[config.mk]
export PLATFORM = sky130hd
export DESIGN_NAME = cpuce_exec
export DESIGN_NICKNAME = d
export VERILOG_FILES = /design/src/core/cpuce_pkg.sv /design/src/core/cpuce_exec.sv
export VERILOG_INCLUDE_DIRS = /design/src /design/src/core
export SDC_FILE = /design/constraint.sdc
export NUM_CORES = 1
export LEC_CHECK = 0
export BUFFER_PORTS_ARGS = -buffer_cell sky130_fd_sc_hd__buf_4
export CORE_MARGIN = 4
export CORE_UTILIZATION = 40
export DETAILED_ROUTE_END_ITERATION = 12
export PLACE_DENSITY_LB_ADDON = 0.1
export SYNTH_ARGS = -nofsm -noshare
export SYNTH_HDL_FRONTEND = slang
export SYNTH_SLANG_ARGS = --single-unit
[constraint.sdc]
create_clock -name i_sys_clk -period 4 [get_ports i_sys_clk]
set_input_delay 1 -clock i_sys_clk [delete_from_list [all_inputs] [get_ports i_sys_clk]]
set_output_delay 1 -clock i_sys_clk [all_outputs]
set_load 0.01 [all_outputs]
[src/core/cpuce_params.svh]
`ifndef CPUCE_PARAMS_SVH
`define CPUCE_PARAMS_SVH
// Summary of operation
// - code fetched outside internal rom runs two cycles shorter per opcode byte.
// - flag-test skip skips next when flag clear, clears flag when set; 12 cycles.
// - serial trigger instruction starts a serial transfer; 9 cycles.
// - call pushes (pc+3) high at sp-1, low at sp-2, loads target; 22 cycles.
// - interrupt return pops pc low, pc high, status word, sp plus three; 16.
// - expand copies b to port e high bits, c to low bits at latch state.
// - port e latch holds until next expand or address-mode instruction.
// - read and write strobes only for addresses 1000h through ff7fh.

// cycle counts as seen when running from internal rom
`define CPUCE_CYC_SKIP     5'd12
`define CPUCE_CYC_SIO      5'd9
`define CPUCE_CYC_CALL     5'd22
`define CPUCE_CYC_RETI     5'd16
`define CPUCE_CYC_EXPAND   5'd15
`define CPUCE_CYC_ADDRMODE 5'd12
`define CPUCE_CYC_NOP      5'd9
// reduction per fetched opcode byte when fetched outside internal rom
`define CPUCE_FETCH_SAVE   5'd2
// opcode byte counts
`define CPUCE_LEN_1        3'd1
`define CPUCE_LEN_2        3'd2
`define CPUCE_LEN_3        3'd3
// step numbers inside an instruction (counter starts at 1)
`define CPUCE_STEP_PUSH_HI 5'd2
`define CPUCE_STEP_PUSH_LO 5'd3
`define CPUCE_STEP_POP_0   5'd2
`define CPUCE_STEP_POP_1   5'd3
`define CPUCE_STEP_POP_2   5'd4
`define CPUCE_STEP_GET_0   5'd4
`define CPUCE_STEP_GET_1   5'd5
`define CPUCE_STEP_GET_2   5'd6
// third machine cycle, first state
`define CPUCE_STEP_LATCH   5'd6
// strobed address window
`define CPUCE_STROBE_LO    16'h1000
`define CPUCE_STROBE_HI    16'hff7f
// reset values
`define CPUCE_SP_RESET     16'h0000
`define CPUCE_PC_RESET     16'h0000
`endif

[src/core/cpuce_pkg.sv]
package cpuce_pkg;
   typedef enum logic [2:0] {
      CPUCE_OP_NOP,
      CPUCE_OP_SKIP_NO_INT_FLAG,
      CPUCE_OP_SIO_TRIGGER,
      CPUCE_OP_CALL,
      CPUCE_OP_RETI,
      CPUCE_OP_PORT_E_EXPAND,
      CPUCE_OP_PORT_E_ADDR_MODE
   } cpuce_op_type;

   typedef struct packed {
      cpuce_op_type op;
      logic         from_rom;
      logic         int_flag;
      logic [15:0]  pc;
      logic [15:0]  target;
      logic [7:0]   reg_b;
      logic [7:0]   reg_c;
   } cpuce_cmd_type;

   typedef struct packed {
      logic [15:0] addr;
      logic [7:0]  wdata;
      logic        rd;
      logic        wr;
   } cpuce_mem_type;
endpackage : cpuce_pkg

[src/core/cpuce_exec.sv]
`timescale 1ns/10ps
`include "cpuce_params.svh"
module cpuce_exec (
   input  wire logic                   i_sys_clk,
   input  wire logic                   i_rstn,
   input  wire logic                   i_start,
   input  wire cpuce_pkg::cpuce_cmd_type i_cmd,
   input  wire logic [7:0]             i_rdata,
   output logic                        o_busy,
   output logic                        o_done,
   output logic                        o_skip,
   output logic                        o_int_clr,
   output logic                        o_sio_start,
   output logic [15:0]                 o_pc,
   output logic [15:0]                 o_sp,
   output logic [7:0]                  o_psw,
   output logic [15:0]                 o_port_e,
   output logic                        o_port_e_addr_mode,
   output cpuce_pkg::cpuce_mem_type    o_mem
);
   typedef enum logic {ST_IDLE, ST_RUN} cpuce_state_type;

   function automatic logic [4:0] op_base(input cpuce_pkg::cpuce_op_type op);
      case (op)
         cpuce_pkg::CPUCE_OP_SKIP_NO_INT_FLAG: op_base = `CPUCE_CYC_SKIP;
         cpuce_pkg::CPUCE_OP_SIO_TRIGGER:      op_base = `CPUCE_CYC_SIO;
         cpuce_pkg::CPUCE_OP_CALL:             op_base = `CPUCE_CYC_CALL;
         cpuce_pkg::CPUCE_OP_RETI:             op_base = `CPUCE_CYC_RETI;
         cpuce_pkg::CPUCE_OP_PORT_E_EXPAND:    op_base = `CPUCE_CYC_EXPAND;
         cpuce_pkg::CPUCE_OP_PORT_E_ADDR_MODE: op_base = `CPUCE_CYC_ADDRMODE;
         default:                              op_base = `CPUCE_CYC_NOP;
      endcase
   endfunction : op_base

   function automatic logic [2:0] op_bytes(input cpuce_pkg::cpuce_op_type op);
      case (op)
         cpuce_pkg::CPUCE_OP_SKIP_NO_INT_FLAG,
         cpuce_pkg::CPUCE_OP_PORT_E_EXPAND,
         cpuce_pkg::CPUCE_OP_PORT_E_ADDR_MODE: op_bytes = `CPUCE_LEN_2;
         cpuce_pkg::CPUCE_OP_CALL:             op_bytes = `CPUCE_LEN_3;
         default:                              op_bytes = `CPUCE_LEN_1;
      endcase
   endfunction : op_bytes

   function automatic logic strobed(input logic [15:0] a);
      strobed = (a >= `CPUCE_STROBE_LO) && (a <= `CPUCE_STROBE_HI);
   endfunction : strobed

   cpuce_state_type          state_q;
   cpuce_pkg::cpuce_cmd_type cmd_q;
   cpuce_pkg::cpuce_mem_type mem_d;
   cpuce_pkg::cpuce_mem_type mem_q;
   logic [4:0]  cnt_q;
   logic [4:0]  len_q;
   logic        sup_q;
   logic        skip_q;
   logic        busy_q;
   logic        done_q;
   logic        int_clr_q;
   logic        sio_q;
   logic [15:0] pc_q;
   logic [15:0] sp_q;
   logic [7:0]  psw_q;
   logic [7:0]  pop_lo_q;
   logic [7:0]  pop_hi_q;
   logic [15:0] port_e_q;
   logic        amode_q;

   wire         accept   = i_start && (state_q == ST_IDLE);
   wire [4:0]   save_cyc = 5'(op_bytes(i_cmd.op)) * `CPUCE_FETCH_SAVE;
   wire [4:0]   len_d    = i_cmd.from_rom ? op_base(i_cmd.op)
                                          : op_base(i_cmd.op) - save_cyc;
   wire         running  = (state_q == ST_RUN);
   wire         last     = running && (cnt_q == len_q);
   wire         live     = running && !sup_q;
   wire         is_call  = live && (cmd_q.op == cpuce_pkg::CPUCE_OP_CALL);
   wire         is_reti  = live && (cmd_q.op == cpuce_pkg::CPUCE_OP_RETI);
   wire         is_pex   = live && (cmd_q.op == cpuce_pkg::CPUCE_OP_PORT_E_EXPAND);
   wire         is_per   = live &&
                           (cmd_q.op == cpuce_pkg::CPUCE_OP_PORT_E_ADDR_MODE);
   wire [15:0]  ret_addr = cmd_q.pc + 16'h0003;
   wire [15:0]  push_hi  = sp_q - 16'h0001;
   wire [15:0]  push_lo  = sp_q - 16'h0002;
   wire [15:0]  pop_a1   = sp_q + 16'h0001;
   wire [15:0]  pop_a2   = sp_q + 16'h0002;
   wire         wr_hi    = is_call && (cnt_q == `CPUCE_STEP_PUSH_HI);
   wire         wr_lo    = is_call && (cnt_q == `CPUCE_STEP_PUSH_LO);
   wire         rd_0     = is_reti && (cnt_q == `CPUCE_STEP_POP_0);
   wire         rd_1     = is_reti && (cnt_q == `CPUCE_STEP_POP_1);
   wire         rd_2     = is_reti && (cnt_q == `CPUCE_STEP_POP_2);
   wire [15:0]  acc_addr = wr_hi ? push_hi :
                           wr_lo ? push_lo :
                           rd_1  ? pop_a1  :
                           rd_2  ? pop_a2  : sp_q;
   wire         acc_rd   = rd_0 || rd_1 || rd_2;
   wire         acc_wr   = wr_hi || wr_lo;

   // strobes stay low for the internal rom region
   always_comb begin
      mem_d.addr  = acc_addr;
      mem_d.wdata = wr_hi ? ret_addr[15:8] : ret_addr[7:0];
      mem_d.rd    = acc_rd && strobed(acc_addr);
      mem_d.wr    = acc_wr && strobed(acc_addr);
   end

   wire         skip_set = accept && !skip_q &&
                           (i_cmd.op == cpuce_pkg::CPUCE_OP_SKIP_NO_INT_FLAG);
   wire [15:0]  next_pc  = cmd_q.pc + 16'(op_bytes(cmd_q.op));
   wire [15:0]  pc_d     = is_call ? cmd_q.target :
                           is_reti ? {pop_hi_q, pop_lo_q} : next_pc;
   wire         pex_latch = is_pex && (cnt_q == `CPUCE_STEP_LATCH);

   always_ff @(posedge i_sys_clk or negedge i_rstn) begin
      if (!i_rstn) begin
         state_q <= ST_IDLE;
         cmd_q   <= '0;
         cnt_q   <= 5'h00;
         len_q   <= 5'h00;
         sup_q   <= 1'b0;
      end else if (accept) begin
         state_q <= ST_RUN;
         cmd_q   <= i_cmd;
         cnt_q   <= 5'h01;
         len_q   <= len_d;
         sup_q   <= skip_q;
      end else if (last) begin
         state_q <= ST_IDLE;
      end else if (running) begin
         cnt_q   <= cnt_q + 5'h01;
      end
   end

   // skip decision is made as the flag-test instruction is taken
   always_ff @(posedge i_sys_clk or negedge i_rstn) begin
      if (!i_rstn) begin
         skip_q    <= 1'b0;
         int_clr_q <= 1'b0;
         sio_q     <= 1'b0;
      end else begin
         int_clr_q <= skip_set && i_cmd.int_flag;
         sio_q     <= accept && !skip_q &&
                      (i_cmd.op == cpuce_pkg::CPUCE_OP_SIO_TRIGGER);
         if (accept) begin
            skip_q <= skip_set && !i_cmd.int_flag;
         end
      end
   end

   always_ff @(posedge i_sys_clk or negedge i_rstn) begin
      if (!i_rstn) begin
         busy_q   <= 1'b0;
         done_q   <= 1'b0;
         mem_q    <= '0;
         pc_q     <= `CPUCE_PC_RESET;
         sp_q     <= `CPUCE_SP_RESET;
         psw_q    <= 8'h00;
         pop_lo_q <= 8'h00;
         pop_hi_q <= 8'h00;
      end else begin
         busy_q <= accept || (running && !last);
         done_q <= last;
         mem_q  <= mem_d;
         if (is_reti && cnt_q == `CPUCE_STEP_GET_0) pop_lo_q <= i_rdata;
         if (is_reti && cnt_q == `CPUCE_STEP_GET_1) pop_hi_q <= i_rdata;
         if (is_reti && cnt_q == `CPUCE_STEP_GET_2) psw_q <= i_rdata;
         if (last) begin
            pc_q <= pc_d;
            if (is_call) sp_q <= push_lo;
            if (is_reti) sp_q <= sp_q + 16'h0003;
         end
      end
   end

   // port e keeps its latch until the next expand or address-mode
   always_ff @(posedge i_sys_clk or negedge i_rstn) begin
      if (!i_rstn) begin
         port_e_q <= 16'h0000;
         amode_q  <= 1'b0;
      end else if (pex_latch) begin
         port_e_q <= {cmd_q.reg_b, cmd_q.reg_c};
         amode_q  <= 1'b0;
      end else if (is_per && last) begin
         amode_q  <= 1'b1;
      end else if (amode_q && (mem_d.rd || mem_d.wr)) begin
         port_e_q <= mem_d.addr;
      end
   end

   assign o_busy             = busy_q;
   assign o_done             = done_q;
   assign o_skip             = skip_q;
   assign o_int_clr          = int_clr_q;
   assign o_sio_start        = sio_q;
   assign o_pc               = pc_q;
   assign o_sp               = sp_q;
   assign o_psw              = psw_q;
   assign o_port_e           = port_e_q;
   assign o_port_e_addr_mode = amode_q;
   assign o_mem              = mem_q;
endmodule : cpuce_exec

==> results by group <==
Routing
  • Final WL: 27.59 mm
  • Count of TritonRoute iterations in the first routing pass: 5
  • Vias: 7,641
  • Via density: 5.340
  • Residual DRC: 0
  • WL/cell: 19.28 um
  • DRT antenna net count: 0
  • First-iteration detailed-routing DRC count: 541

Run
  • Maxcap violations: 0

Setup path
  • Critical path cell sequence: inv_1 -> ha_1 -> nor2b_1 -> nand2_1 -> or3_1 -> a221oi_2 -> xnor2_1 -> a41oi_4 -> o31ai_4 -> buf_4 -> nor2b_1 -> o31ai_1
  • Critical-path top delay cell: dfrtp_1
  • Crit-path most repeated cell: nor2b_1
  • Setup crit end kind: flop
  • Crit path depth: 12
  • Cell family with most CP delay: simple AND/OR/NAND/NOR gates
  • CP Class: reg2reg
  • R2r worst-path depth: 12
  • Startpoint types: flop
  • Critical path's largest stage delay: 0.52 ns
  • Max Fanout on Critical Path: 16
  • Number of buffers and inverters on the critical path: 2
  • CP arrival: 3.99 ns
  • Crit path required time: 4.33 ns

Floorplan
  • Die Y: 157.0 um
  • Core area: 21,820 sq um
  • Num rows: 54
  • Die width: 157.0 um
  • Initial core utilization: 40.70%
  • Die area: 24,650 sq um
  • I/O pin total: 152

Synth
  • Syn_nets: 1,080
  • Synth Flop Type: dfrtp_1
  • Synth area leader: dfrtp_1
  • Cell Area, Synth: 8882 sq um
  • Count leader, synth: nand2_1
  • Top cell types by occurrence after synthesis: nand2_1, dfrtp_1, nor2_1, clkbuf_1, o21ai_0
  • Post-synthesis cell count: 1,000
  • Area contributors post-synth: dfrtp_1, nand2_1, xnor2_1, nor2_1, xor2_1
  • Library cells used by synthesis: 70
  • Syn avg cell area: 8.882 sq um
  • Yosys top cell area share: 47.05%
  • Synthesis-stage register bit count: 167
  • Post-synth EDFFs: 0
  • Sequential area share after synthesis: 47.05%
  • Total number of yosys warnings: 0
  • FFs w/ async S/R, synth: 100.0%

Final layout
  • Fraction of layout cells with a size suffix above 1: 22.15%
  • Ant diodes: 0
  • Layout area overhead: 24.00%
  • NumNets Final: 1,218
  • Final Cell Area: 11,010 sq um
  • Filler cell count: 2,165

STA
  • Clock Skews: 0.01407 ns
  • Setup violators final: 0
  • Slew Viols, Final: 0
  • Tcrit/Tclk final: 91.43%
  • Unrepaired setup endpoints after global routing: false
  • Slew headroom: 32.08%
  • Min cycle time layout: 3.657 ns
  • Fmax: 273.4 MHz
  • Worst slew pin tran: 1.019 ns
  • TNS Setup: 0 ns
  • Final hold vios: 0

Clock tree
  • Clock transition at path regs: 0.07 ns
  • Clock Sinks: 167
  • CTS buffer count: 17
  • Root Driver: clkbuf_16
  • Post-CTS setup buffer count: 0
  • TritonCTS clock tree: yes
  • Worst-Skew Late Latency: 0.43 ns
  • Post-CTS Hold Buffers: 0
  • CTS-repair resized insts: 0
  • CTS Buffer Depth: 2
  • H-tree levels: 4

Global route
  • First-pass GRT wire length: 43.48 mm
  • Pin count of the biggest net entering global routing: 73
  • Remaining global-route overflow: 0
  • Initial antenna violation count: 0
  • Vias in the first global route: 7,566
  • Tot GR Track Use: 22.63%

Place
  • Final HPWL DP: 20.39 mm
  • GP Congestion: 0.8906
  • Area after DPL: 10,400 sq um
  • I/O Buffers: 151

Power and ir drop
  • Pleak: 5.231 nW
  • VDD IR max: 0.0003479 V
  • PwrDens: 749.0 nW/um^2

Status
  • Status: finished clean

Hold path
  • Hold Path Class: reg2reg
  • Hold Path Depth: 2
where the power goes:
part | switching [W] | leakage [nW] | internal, W | total, W
sequential | 0.000696 | 2.10 | 0.00238 | 0.00308
clock | 0.000795 | 0.297 | 0.000898 | 0.00169
combinational | 0.00196 | 2.83 | 0.00152 | 0.00348
worst reg2reg max path: stages, from the launching register on:
cell,delay [ns]
dfrtp_1,0.52
inv_1,0.19
ha_1,0.33
nor2b_1,0.33
nand2_1,0.20
or3_1,0.42
a221oi_2,0.25
xnor2_1,0.19
a41oi_4,0.42
o31ai_4,0.12
buf_4,0.22
nor2b_1,0.15
o31ai_1,0.23
metal layers:
layer	vias up	routed length (um)	part of all wire, %	track usage, %
li1	3707	-	-	-
met1	3654	12220	44	30.88
met2	233	13180	48	36.55
met3	47	1301	4.7	3.767
met4	0	890	3.2	8.316
met5	-	0	0	0
final cells by class:
cell class	instances	area [sq um]	share of cell area, %
multi-input combinational	746	4378	39.75
sequential	167	4179	37.94
timing repair buffer	183	1415	12.85
clock buffer	17	425.4	3.862
tap	280	350.3	3.181
clock inverter	15	180.2	1.636
inverter	23	86.33	0.7838
state kept, by name, summed over array words and instances, names as in the netlist:
signal / count
o_done: 1
o_busy: 1
o_port_e_addr_mode: 1
o_mem: 26
o_skip: 1
cnt_q: 5
o_sp: 16
o_sio_start: 1
o_int_clr: 1
cmd_q: 51
o_psw: 8
len_q: 5
sup_q: 1
o_pc: 16
pop_lo_q: 8
pop_hi_q: 8
o_port_e: 16
running: 1
cell families after synthesis:
kind of cell / Yosys count / share of synthesized area [%]
fa+ha+maj: 16 / 2.338
mux: 27 / 3.282
flops: 167 / 47.05
buf+inv: 87 / 3.930
xor+xnor: 64 / 6.311
compound gates: 174 / 13.16
simple gates: 465 / 23.93
cells in the final DEF, fill, tap and decap left out, types with 11 or more instances in the layout:
cell type,instances
o21ai_0,41
buf_4,179
nor2_1,72
nand4_1,14
nor2b_1,11
xor2_1,31
mux2_2,17
nor3_1,20
nor4_1,12
a211oi_1,16
nand3_1,18
ha_1,15
xnor2_1,33
nand2_1,258
clkbuf_16,17
inv_1,23
a21oi_1,39
dfrtp_1,167
per-stage QoR:
stage | power, W | hold slack, ns | cells | utilization (%) | worst slack [ns]
floorplan | 0.005033 | 0.4455 | 1000 | - | 0.7813
global placement | 0.006586 | 0.4584 | 1399 | 47.67 | 0.3573
detailed placement | 0.006594 | 0.4625 | 1399 | 47.67 | 0.2990
CTS | 0.008318 | 0.4810 | 1431 | 50.44 | 0.2922
global route | 0.008836 | 0.4937 | 1431 | 50.47 | 0.02208
finish | 0.008250 | 0.4776 | 1431 | 50.47 | 0.3427
path summary, 6_finish.rpt:
path | start | to | slack (ns)
min reg2reg | cmd_q[15]$_DFFE_PN0P_ | cmd_q[15]$_DFFE_PN0P_ | 0.48
min in group asynchronous | i_rstn | o_sp[11]$_DFFE_PN0P_ | 0.59
max | o_sp[1]$_DFFE_PN0P_ | o_port_e[10]$_DFFE_PN0P_ | 0.34
max in group asynchronous | i_rstn | o_pc[7]$_DFFE_PN0P_ | 2.64
max reg2reg | o_sp[1]$_DFFE_PN0P_ | o_port_e[10]$_DFFE_PN0P_ | 0.34
min | cmd_q[15]$_DFFE_PN0P_ | cmd_q[15]$_DFFE_PN0P_ | 0.48
(Power assumes the default switching activity.)
